**src/shared/sleep_partial_regs.vh**
```
// opcodes, sequencer timing and diagnostic bit positions for the sleep/partial control
`ifndef SLEEP_PARTIAL_REGS_VH
`define SLEEP_PARTIAL_REGS_VH
`define OP_DOZE 8'h10
`define OP_WAKE 8'h11
`define OP_PARTIAL 8'h12
`define OP_NORMAL 8'h13
`define OSC_START_CYC 16'h0064
`define DCDC_START_CYC 16'h0064
`define OFFSET_CHARGE_CYC 16'h0064
`define DRAIN_CYC 16'h0064
`define BLANK_FRAMES 2'h2
`define FRAME_STEP 2'h1
`define DIAG_W 8
`define DIAG_LOAD_BIT 7
`define DIAG_FUNC_BIT 6
`define CNT_W 16
`endif

```
**src/core/sleep_partial_mode_control.v**
```verilog
// sleep, wake and partial/normal mode control for the display command decoder
//
// Contract
// - opcode 11h without parameters wakes device
// - wake enables converter, oscillator, panel scanning
// - wake while awake is ignored
// - only sleep command 10h returns to sleep
// - self-diagnostics run after wake command
// - any reset leaves device asleep
// - oscillator, converter, offset, two blank frames
// - blank frames leave display on/off untouched
// - opcode 12h enters partial display mode
// - partial mode limits display to window
// - only 13h leaves partial mode
// - partial command in partial mode ignored
// - any reset selects normal mode
// - opcode 13h selects normal mode
// - only partial command leaves normal mode
// - normal command in normal mode ignored
// - sleep keeps interface, memory; analog stopped
// - good load and function invert diag bits
`timescale 1ns/100ps
`include "sleep_partial_regs.vh"

// the wake sequence walks oscillator start, converter start and offset
// charge, each held for a fixed count, then waits out two blank frames
// counted on frame_start before the picture is let through.
// a sleep command during any of these phases aborts into the drain phase,
// so a host that breaks the settle waits still ends in a clean sleep.
// partial/normal is a separate bit: it is taken in every power state and
// only shows on the window output once the panel is awake.
// the settle waits after wake and before sleep are the host's duty and
// are not policed here; commands arrive at most one per cycle.
// soft_reset acts like resetn but synchronously, and also clears the
// diagnostic result; it wins over a command taken in the same cycle.
// phase counts are in clock cycles, so a faster or slower clock changes
// the analog settle times and the counts must follow it.
module sleep_partial_mode_control
(
  input wire clk,
  input wire resetn,
  input wire soft_reset,
  input wire cmd_valid,
  input wire [7:0] cmd_opcode,
  input wire frame_start,
  input wire reg_load_ok,
  input wire func_ok,
  input wire display_on,
  output reg asleep,
  output reg partial_mode,
  output reg osc_enable,
  output reg dcdc_enable,
  output reg offset_charge,
  output reg scan_enable,
  output reg blank_screen,
  output reg window_limit,
  output reg show_memory,
  output reg wake_busy,
  output reg [7:0] diag_result
);

  // phase lengths in clock cycles
  localparam [`CNT_W-1:0] OSC_CYC = `OSC_START_CYC;
  localparam [`CNT_W-1:0] DCDC_CYC = `DCDC_START_CYC;
  localparam [`CNT_W-1:0] CHG_CYC = `OFFSET_CHARGE_CYC;
  localparam [`CNT_W-1:0] DRN_CYC = `DRAIN_CYC;

  // one-hot sequencer states
  localparam [6:0] S_SLEEP = 7'h01;
  localparam [6:0] S_OSC = 7'h02;
  localparam [6:0] S_DCDC = 7'h04;
  localparam [6:0] S_CHARGE = 7'h08;
  localparam [6:0] S_BLANK = 7'h10;
  localparam [6:0] S_AWAKE = 7'h20;
  localparam [6:0] S_DRAIN = 7'h40;

  // sequencer, counter and mode registers
  reg [6:0] state_q;
  reg [6:0] state_d;
  reg [`CNT_W-1:0] cnt_q;
  reg [`CNT_W-1:0] cnt_d;
  reg [1:0] frames_q;
  reg [1:0] frames_d;
  reg partial_q;
  reg partial_d;
  reg diag_q;
  reg diag_d;
  // decoded commands and next-state flags
  wire cmd_wake;
  wire cmd_doze;
  wire cmd_part;
  wire cmd_norm;
  wire cnt_done;
  wire [6:0] state_n;
  wire partial_n;
  wire nxt_sleep;
  wire nxt_osc;
  wire nxt_charge;
  wire nxt_blank;
  wire nxt_awake;
  wire [`DIAG_W-1:0] diag_next;
  genvar b;

  // opcode decode, independent of state; each state acts only on the commands it uses
  assign cmd_wake = cmd_valid && (cmd_opcode == `OP_WAKE);
  assign cmd_doze = cmd_valid && (cmd_opcode == `OP_DOZE);
  assign cmd_part = cmd_valid && (cmd_opcode == `OP_PARTIAL);
  assign cmd_norm = cmd_valid && (cmd_opcode == `OP_NORMAL);
  assign cnt_done = (cnt_q == {`CNT_W{1'b0}});

  // power sequencer next state; the counter runs down by itself and each
  // cycle-counted phase reloads it on entry. sleep during any wake phase drains first,
  // so the panel never loses its supplies while still charged
  always @*
  begin
    state_d = state_q;
    cnt_d = cnt_done ? cnt_q : cnt_q - {{(`CNT_W-1){1'b0}}, 1'b1};
    frames_d = frames_q;
    diag_d = 1'b0;
    case (state_q)
      S_SLEEP:
      begin
        if (cmd_wake)
        begin
          state_d = S_OSC;
          cnt_d = OSC_CYC;
        end
      end
      S_OSC:
      begin
        if (cmd_doze)
        begin
          state_d = S_DRAIN;
          cnt_d = DRN_CYC;
        end
        else if (cnt_done)
        begin
          state_d = S_DCDC;
          cnt_d = DCDC_CYC;
        end
      end
      S_DCDC:
      begin
        if (cmd_doze)
        begin
          state_d = S_DRAIN;
          cnt_d = DRN_CYC;
        end
        else if (cnt_done)
        begin
          state_d = S_CHARGE;
          cnt_d = CHG_CYC;
        end
      end
      S_CHARGE:
      begin
        if (cmd_doze)
        begin
          state_d = S_DRAIN;
          cnt_d = DRN_CYC;
        end
        else if (cnt_done)
        begin
          state_d = S_BLANK;
          frames_d = `BLANK_FRAMES;
        end
      end
      S_BLANK:
      begin
        if (cmd_doze)
        begin
          state_d = S_DRAIN;
          cnt_d = DRN_CYC;
        end
        else if (frame_start)
        begin
          frames_d = frames_q - `FRAME_STEP;
          if (frames_q == `FRAME_STEP)
          begin
            state_d = S_AWAKE;
            diag_d = 1'b1;
          end
        end
      end
      S_AWAKE:
      begin
        if (cmd_doze)
        begin
          state_d = S_DRAIN;
          cnt_d = DRN_CYC;
        end
      end
      S_DRAIN:
      begin
        if (cnt_done)
          state_d = S_SLEEP;
      end
      default:
      begin
        state_d = S_SLEEP;
      end
    endcase
  end

  // partial/normal mode bit, independent of sleep
  always @*
  begin
    partial_d = partial_q;
    if (cmd_part && !partial_q)
      partial_d = 1'b1;
    else if (cmd_norm && partial_q)
      partial_d = 1'b0;
  end

  // soft reset wins over any command taken in the same cycle, so outputs
  // never show a state that the registers themselves will not hold
  assign state_n = soft_reset ? S_SLEEP : state_d;
  assign partial_n = soft_reset ? 1'b0 : partial_d;

  // next-state decode, one flag each for the sleep, osc, charge, blank and awake codes
  assign nxt_sleep = (state_n == S_SLEEP);
  assign nxt_osc = (state_n == S_OSC);
  assign nxt_charge = (state_n == S_CHARGE);
  assign nxt_blank = (state_n == S_BLANK);
  assign nxt_awake = (state_n == S_AWAKE);

  // state registers; soft reset is synchronous and matches the
  // asynchronous reset values
  always @(posedge clk or negedge resetn)
  begin
    if (!resetn)
    begin
      state_q <= S_SLEEP;
      cnt_q <= {`CNT_W{1'b0}};
      frames_q <= 2'h0;
      partial_q <= 1'b0;
    end
    else if (soft_reset)
    begin
      state_q <= S_SLEEP;
      cnt_q <= {`CNT_W{1'b0}};
      frames_q <= 2'h0;
      partial_q <= 1'b0;
    end
    else
    begin
      state_q <= state_d;
      cnt_q <= cnt_d;
      frames_q <= frames_d;
      partial_q <= partial_d;
    end
  end

  // power switches; the converter waits for the oscillator, and all of
  // them stay off in sleep
  always @(posedge clk or negedge resetn)
  begin
    if (!resetn)
    begin
      asleep <= 1'b1;
      osc_enable <= 1'b0;
      dcdc_enable <= 1'b0;
      offset_charge <= 1'b0;
      wake_busy <= 1'b0;
    end
    else
    begin
      asleep <= nxt_sleep;
      osc_enable <= !nxt_sleep;
      dcdc_enable <= !nxt_sleep && !nxt_osc;
      offset_charge <= nxt_charge;
      wake_busy <= !nxt_sleep && !nxt_awake;
    end
  end

  // panel scanning and picture gating; display_on is only read, never
  // stored here, so the blank frames cannot disturb it
  always @(posedge clk or negedge resetn)
  begin
    if (!resetn)
    begin
      partial_mode <= 1'b0;
      scan_enable <= 1'b0;
      blank_screen <= 1'b1;
      window_limit <= 1'b0;
      show_memory <= 1'b0;
    end
    else
    begin
      partial_mode <= partial_n;
      scan_enable <= nxt_blank || nxt_awake;
      blank_screen <= !nxt_awake || !display_on;
      window_limit <= partial_n && nxt_awake;
      show_memory <= nxt_awake && display_on;
    end
  end

  // next diagnostic value per bit: checked bits flip on a good check,
  // the unchecked bits read as zero
  generate
    for (b = 0; b < `DIAG_W; b = b + 1)
    begin : g_diag
      if (b == `DIAG_LOAD_BIT)
      begin : g_load
        assign diag_next[b] = diag_result[b] ^ reg_load_ok;
      end
      else if (b == `DIAG_FUNC_BIT)
      begin : g_func
        assign diag_next[b] = diag_result[b] ^ func_ok;
      end
      else
      begin : g_zero
        assign diag_next[b] = 1'b0;
      end
    end
  endgenerate

  // result register; soft reset clears it and beats a trigger
  always @(posedge clk or negedge resetn)
  begin
    if (!resetn)
      diag_result <= 8'h00;
    else if (soft_reset)
      diag_result <= 8'h00;
    else if (diag_q)
      diag_result <= diag_next;
  end

  // one-cycle diagnostic trigger at end of wake sequence, so the
  // check inputs are sampled once the panel is already awake
  always @(posedge clk or negedge resetn)
  begin
    if (!resetn)
      diag_q <= 1'b0;
    else
      diag_q <= diag_d && !soft_reset;
  end

endmodule

```
**config.mk**
```make
export PLATFORM = sky130hd
export DESIGN_NAME = sleep_partial_mode_control
export DESIGN_NICKNAME = d
export VERILOG_FILES = /design/src/core/sleep_partial_mode_control.v
export VERILOG_INCLUDE_DIRS = /design/src /design/src/shared
export SDC_FILE = /design/constraint.sdc
export NUM_CORES = 1
export LEC_CHECK = 0
export ABC_AREA = 1
export BUFFER_PORTS_ARGS = -buffer_cell sky130_fd_sc_hd__buf_2
export CORE_MARGIN = 4
export CORE_UTILIZATION = 30
export CTS_CLUSTER_DIAMETER = 100
export CTS_CLUSTER_SIZE = 14
export DETAILED_ROUTE_END_ITERATION = 12
export PLACE_DENSITY = 0.59
export SYNTH_ARGS = -nofsm -noshare
export SYNTH_HDL_FRONTEND = slang
export SYNTH_SLANG_ARGS = --single-unit
```
**constraint.sdc**
```tcl
create_clock -name clk -period 1.6 [get_ports clk]
set_input_delay 0.24 -clock clk [delete_from_list [all_inputs] [get_ports clk]]
set_output_delay 0.24 -clock clk [all_outputs]
set_load 0.01 [all_outputs]
```
==> flow_summary.toml, run 1 <==
[setup_path]
crit_slowest_cell = "sky130_fd_sc_hd__dfrtp_1"
worst_ep_arrival_time_ps = 1760
start_kind = "flop"
timing.critical_path.max_delay_family = "simple AND/OR/NAND/NOR gates"
timing.critical_path.required_ps = 1780
worst-path-max-fanout = 4
path_class = "flop to flop"
worst-path-buf-inv = 1
end_kind = "flop"
timing.critical_path.cells = "buf_4 -> nor2_1 -> nand4_1 -> or2_0 -> or2_2 -> nand3_1 -> nor2_2"
cp_slowest_stage_delay_ps = 420

[floorplan]
top_level_ports = 34
die_w_um = 98.3
fp.coreArea_mm2 = 0.00785
die_area_mm2 = 0.00967
std_cell_rows = 32
initial_core_util = 0.312
die_h_um = 98.3

[synth]
synthesis.area_per_instance_um2 = 7.63
synth_cells = 321
syn_warnings = 0
post-synth-top-area-cell = "sky130_fd_sc_hd__dfrtp_1"
synthesis.area_mm2 = 0.00245
synth-seq-area-share = 0.390
synth_edf_count = 0
yosysTopAreaCellShare = 0.358
post_synth_num_cell_types = 33
post_synth_main_area_contributors = "sky130_fd_sc_hd__dfrtp_1 36%, sky130_fd_sc_hd__nand2_1 9.0%, sky130_fd_sc_hd__nor2_1 7.4%, sky130_fd_sc_hd__inv_1 6.4%, sky130_fd_sc_hd__nand3_1 5.3%"
synth-main-ff-cell = "sky130_fd_sc_hd__dfrtp_1"
asyncSetResetFlopFracSynth = 1.00
synth_seq_cells = 38

[timing]
hold_viol = 0
fmax_mhz = 632
worst_slack_ps = 16.8
timing.hold.ws_ps = 90.5
timing_max_transition_violations_final = 0
rsz0062_at_grt = "true"
setup_viols_final = 0
finClkSkew_ps = 11.2
min_period_ps = 1580
final.period_utilization = 0.989

[cells_and_area]
drive_above_1_share = 0.461
synthToLayoutAreaGrowth_pct = 36.7
fin_area_mm2 = 0.00335
diodes = 0
area.sequential_um2 = 962
n_fill_cell = 824
mostFrequentLayoutCells = "47 x sky130_fd_sc_hd__nand2_1, 41 x sky130_fd_sc_hd__buf_4, 37 x sky130_fd_sc_hd__inv_1"
num-nets-final = 413
final_common_cell = "sky130_fd_sc_hd__nand2_1"
multi_input_comb_area_mm2 = 0.00151

[routing]
firstDrtPassIters = 4
routed_wire_length_per_instance_um = 12.4
totalWireLength_um = 6140
post-route-drc-count = 0
routed-via-count = 2266
vias_per_cell = 4.56
drt_iter0_drc = 49
ant_nets = 0

[cts]
tritoncts = "yes"
cts_num_sinks = 38
cts-buffers-inserted = 5
clock_latency_ps = 290
cts_max_path_buffers = 2
clk_transition_reported_paths_ps = 80
cts-root-buf = "sky130_fd_sc_hd__clkbuf_8"
htree_levels = 2

[place]
post_dp_cell_area_mm2 = 0.00289
dp_hpwl_um = 4640
place_ws_ps = -136
port-buffer-count = 27
place.gp.congestion = 0.889

[run_status]
outcome = "finished, final reports clean"

[global_routing]
groute.layer.met1.usage = 0.157
global_route_wire_length_before_repair_um = 10000
gr-usage-met2 = 0.211
grt_antenna_before_repair = 0
grt_overflow = 0
top_usage_layer_grt = "met2"
grt_max_degree = 22
grt_pass1_vias = 2209
grt_usage = 0.124
globalRouteMet3Util = 0.0300

[power_and_ir_drop]
ir_drop_v = 0.000488
leakagePower_nw = 1.68
powerDensity_mw_per_mm2 = 1170

[min_path]
hold_path.class = "input port to flop"

[job]
drv_cap = 0
-- area by class of cell --
class	count	area share
clock buffer	6	0.0247
sequential	38	0.287
timing repair buffer	71	0.145
tap	102	0.0381
multi-input combinational	234	0.452
clock inverter	2	0.00374
inverter	44	0.0493
-- per-layer routing --
layer	part of all wire	up-vias
li1	-	1149
met1	0.46	1070
met2	0.50	37
met3	0.026	10
met4	0.011	0
met5	0	-
-- final timing paths --
kind | start | endpoint | slack [ps] | cells past startpoint
max reg2reg | cnt_q[10] | cnt_q[13] | 20 | 7
min reg2reg | frames_q[1] | frames_q[1] | 520 | 2
min in group asynchronous | resetn | cnt_q[1] | 440 | 2
max | cnt_q[10] | cnt_q[13] | 20 | 7
min | display_on | blank_screen | 90 | 2
max in group asynchronous | resetn | asleep | 540 | 3
-- where the power goes --
| part | switching, mW | leakage [nW] | total, mW | internal [mW] |
|---|---|---|---|---|
| combinational | 1.11 | 1.13 | 2.04 | 0.927 |
| sequential | 0.119 | 0.501 | 1.19 | 1.07 |
| clock | 0.348 | 0.0472 | 0.695 | 0.347 |
-- cells by family after synthesis --
logic type	synth area share
buffers and inverters	0.0986
flip-flops	0.390
AO/OA/AOI/OAI	0.0506
adder cells (fa/ha/maj)	0.0153
XOR/XNOR	0.0179
other	0.00153
AND/OR/NAND/NOR	0.426
-- sequential cells by signal (all words and copies together), names as in the netlist --
| register | count |
|---|---|
| osc_enable | 1 |
| partial_mode | 1 |
| offset_charge | 1 |
| show_memory | 1 |
| blank_screen | 1 |
| asleep | 1 |
| cnt_q | 16 |
| frames_q | 2 |
| window_limit | 1 |
| scan_enable | 1 |
| diag_q | 1 |
| diag_result | 2 |
| wake_busy | 1 |
| dcdc_enable | 1 |
| state_q | 7 |
-- stage by stage --
step           utilization  setup TNS, ps  instances  total power, mW
6_report             0.426              0        497             3.92
5_1_grt              0.426           -591        497             4.25
4_1_cts              0.392          -12.2        486             3.63
3_5_place_dp         0.368          -1040        475             2.80
3_3_place_gp         0.368           -238        475             2.78
2_1_floorplan            -              0        326             2.26
-- synthesized netlist by cell type, types with 2 or more instances --
library cell,number
sky130_fd_sc_hd__nand2_1,59
sky130_fd_sc_hd__inv_2,2
sky130_fd_sc_hd__nand3b_1,3
sky130_fd_sc_hd__nand2_2,6
sky130_fd_sc_hd__nand2_4,4
sky130_fd_sc_hd__o21ai_0,4
sky130_fd_sc_hd__nor2_4,8
sky130_fd_sc_hd__a21oi_1,11
sky130_fd_sc_hd__nand4_1,12
sky130_fd_sc_hd__ha_1,3
sky130_fd_sc_hd__nand3_2,2
sky130_fd_sc_hd__nor2_1,48
sky130_fd_sc_hd__dfrtp_1,35
sky130_fd_sc_hd__buf_4,6
sky130_fd_sc_hd__or2_0,2
sky130_fd_sc_hd__inv_1,42
sky130_fd_sc_hd__nor3_1,6
sky130_fd_sc_hd__nor2_2,18
sky130_fd_sc_hd__or2_2,3
sky130_fd_sc_hd__dfstp_2,3
sky130_fd_sc_hd__a21oi_2,2
sky130_fd_sc_hd__xor2_1,5
sky130_fd_sc_hd__nand3_1,26
sky130_fd_sc_hd__buf_6,2
-- worst reg2reg max path, stage by stage, from the launching register on --
cell                      delay (ps)
sky130_fd_sc_hd__dfrtp_1         420
sky130_fd_sc_hd__buf_4           150
sky130_fd_sc_hd__nor2_1          170
sky130_fd_sc_hd__nand4_1         120
sky130_fd_sc_hd__or2_0           230
sky130_fd_sc_hd__or2_2           280
sky130_fd_sc_hd__nand3_1          80
sky130_fd_sc_hd__nor2_2           40
-- timing repair --
action                     CTS  global route
pin swaps                    4            27
gates resized for setup     17            56
setup endpoints to repair   24            29
hold buffers                 1             0
cloned                       0             0
buffers inserted             2            11
hold endpoints to repair    19             0
Note: power is estimated with default switching activity, not from simulation.
==> run 2, diff against run 1 <==
Settings changed: BUFFER_PORTS_ARGS -buffer_cell sky130_fd_sc_hd__buf_2 to default, DONT_BUFFER_PORTS from default to 1, PLACE_DENSITY 0.59 to 0.55.
==> flow_summary.toml, run 2 (same netlist as run 1, synthesis figures left out) <==
[cells_and_area]
synthToLayoutAreaGrowth_pct = 28.2
fin_area_mm2 = 0.00314
mostFrequentLayoutCells = "51 x sky130_fd_sc_hd__nand2_1, 36 x sky130_fd_sc_hd__inv_1, 34 x sky130_fd_sc_hd__nor2_1"
area.sequential_um2 = 961
drive_above_1_share = 0.378
diodes = 0
final_common_cell = "sky130_fd_sc_hd__nand2_1"
n_fill_cell = 810
number_of_flip_flops_under_the_largest_register_name = 16
register_name_with_the_most_flops = "cnt_q"
num-nets-final = 375
top_regs = "cnt_q: 16 flops, state_q: 7 flops"
final_core_utilization = 0.400
multi_input_comb_area_mm2 = 0.00148

[cts]
cts-buffers-inserted = 5
clk_transition_reported_paths_ps = 80
cts-root-buf = "sky130_fd_sc_hd__clkbuf_8"
cts_max_path_buffers = 2
htree_levels = 2
cts_num_sinks = 38
tritoncts = "yes"
clock_latency_ps = 290

[global_routing]
grt_antenna_before_repair = 0
grt_overflow = 0
grt_pass1_vias = 2010
grt_usage = 0.122
global_route_wire_length_before_repair_um = 9560
grt_max_degree = 39

[timing]
timing_max_transition_violations_final = 0
rsz0062_at_grt = "true"
final.period_utilization = 1.00
setup_viols_final = 7
worst_slack_ps = -7.43
finClkSkew_ps = 5.37
timing.hold.ws_ps = -2.42
min_period_ps = 1610
hold_viol = 1
fmax_mhz = 622

[place]
place.gp.congestion = 0.815
dp_hpwl_um = 4210
port-buffer-count = 0
place_ws_ps = -78.5
post_dp_cell_area_mm2 = 0.00268

[routing]
routed-via-count = 2119
drt_iter0_drc = 63
ant_nets = 0
totalWireLength_um = 5980
routed_wire_length_per_instance_um = 13.0
vias_per_cell = 4.62
firstDrtPassIters = 4
post-route-drc-count = 0

[setup_path]
timing.critical_path.required_ps = 1790
start_kind = "flop"
worst_ep_arrival_time_ps = 1790
path_class = "flop to flop"
worst-path-max-fanout = 6
end_kind = "flop"

[min_path]
hold_path.class = "input port to flop"

[run_status]
outcome = "complete, but fails checks"
violations = "hold timing, setup timing"

[power_and_ir_drop]
powerDensity_mw_per_mm2 = 1200
ir_drop_v = 0.000402
leakagePower_nw = 1.53

[job]
drv_cap = 0

[floorplan]
initial_core_util = 0.312
die_area_mm2 = 0.00967
fp.coreArea_mm2 = 0.00785
std_cell_rows = 32
top_level_ports = 34
die_w_um = 98.3
die_h_um = 98.3
-- run 2: changes by cell type in the layout (fill, tap and decap cells not counted), moves of 3 or more --
cell / before / now
sky130_fd_sc_hd__nor2_2: 26 / 21
sky130_fd_sc_hd__nand2_1: 47 / 51
sky130_fd_sc_hd__nor2_1: 31 / 34
sky130_fd_sc_hd__buf_2: 27 / 0
sky130_fd_sc_hd__nand2_2: 13 / 9
sky130_fd_sc_hd__buf_4: 41 / 26
-- run 2: worst paths after layout --
kind,end,slack [ps],start,cells after the start
max in group asynchronous,blank_screen,930,resetn,2
setup reg to reg,cnt_q[15],-7,state_q[0],10
hold reg to reg,frames_q[1],520,frames_q[1],2
hold / removal,state_q[2],-2,soft_reset,1
min in group asynchronous,cnt_q[14],410,resetn,2
setup / recovery,cnt_q[15],-7,state_q[0],10
-- run 2: stage by stage --
step,std cells,power (mW),setup TNS [ps],hold slack [ps]
floorplan,326,2.26,0,-55.6
global placement,438,2.64,-311,-53.7
detailed placement,438,2.66,-863,-53.2
CTS,450,3.54,-160,-15.4
global route,459,4.06,-1230,-26.4
finish,459,3.77,-24.3,-2.42
-- run 2: what timing repair did --
action / 4_1_cts / 5_1_grt
pin swaps: 10 / 18
setup buffers: 1 / 8
cloned: 1 / 0
endpoints found under the hold margin: 43 / 12
setup endpoints to repair: 23 / 29
resized for setup: 22 / 43
hold buffers: 2 / 1
-- run 2: critical path, cell delays in order, from the launching register on --
cell	delay, ps
sky130_fd_sc_hd__dfstp_2	580
sky130_fd_sc_hd__nor2_4	70
sky130_fd_sc_hd__nand2_4	130
sky130_fd_sc_hd__a21oi_4	50
sky130_fd_sc_hd__nand2_1	80
sky130_fd_sc_hd__nand2_2	70
sky130_fd_sc_hd__nor2_2	100
sky130_fd_sc_hd__nand3_2	120
sky130_fd_sc_hd__nand2_4	120
sky130_fd_sc_hd__buf_12	140
sky130_fd_sc_hd__nor2_1	40
-- run 2: routing by layer --
layer	up-vias	GRT usage	routed length, um
met2	45	0.212	3070
li1	1069	-	-
met5	-	0	0
met1	1001	0.148	2610
met4	0	0.0252	48
met3	4	0.0386	245
-- run 2: layout make-up --
type	count	share of cell area
Sequential cell	38	0.306
Clock buffer	6	0.0263
Timing Repair Buffer	33	0.0973
Tap cell	102	0.0407
Multi-Input combinational cell	234	0.473
Clock inverter	2	0.00399
Inverter	44	0.0526
-- run 2: power by group --
part | internal, mW | switching [mW]
Clock | 0.347 | 0.359
Sequential | 1.07 | 0.124
Combinational | 0.829 | 1.05
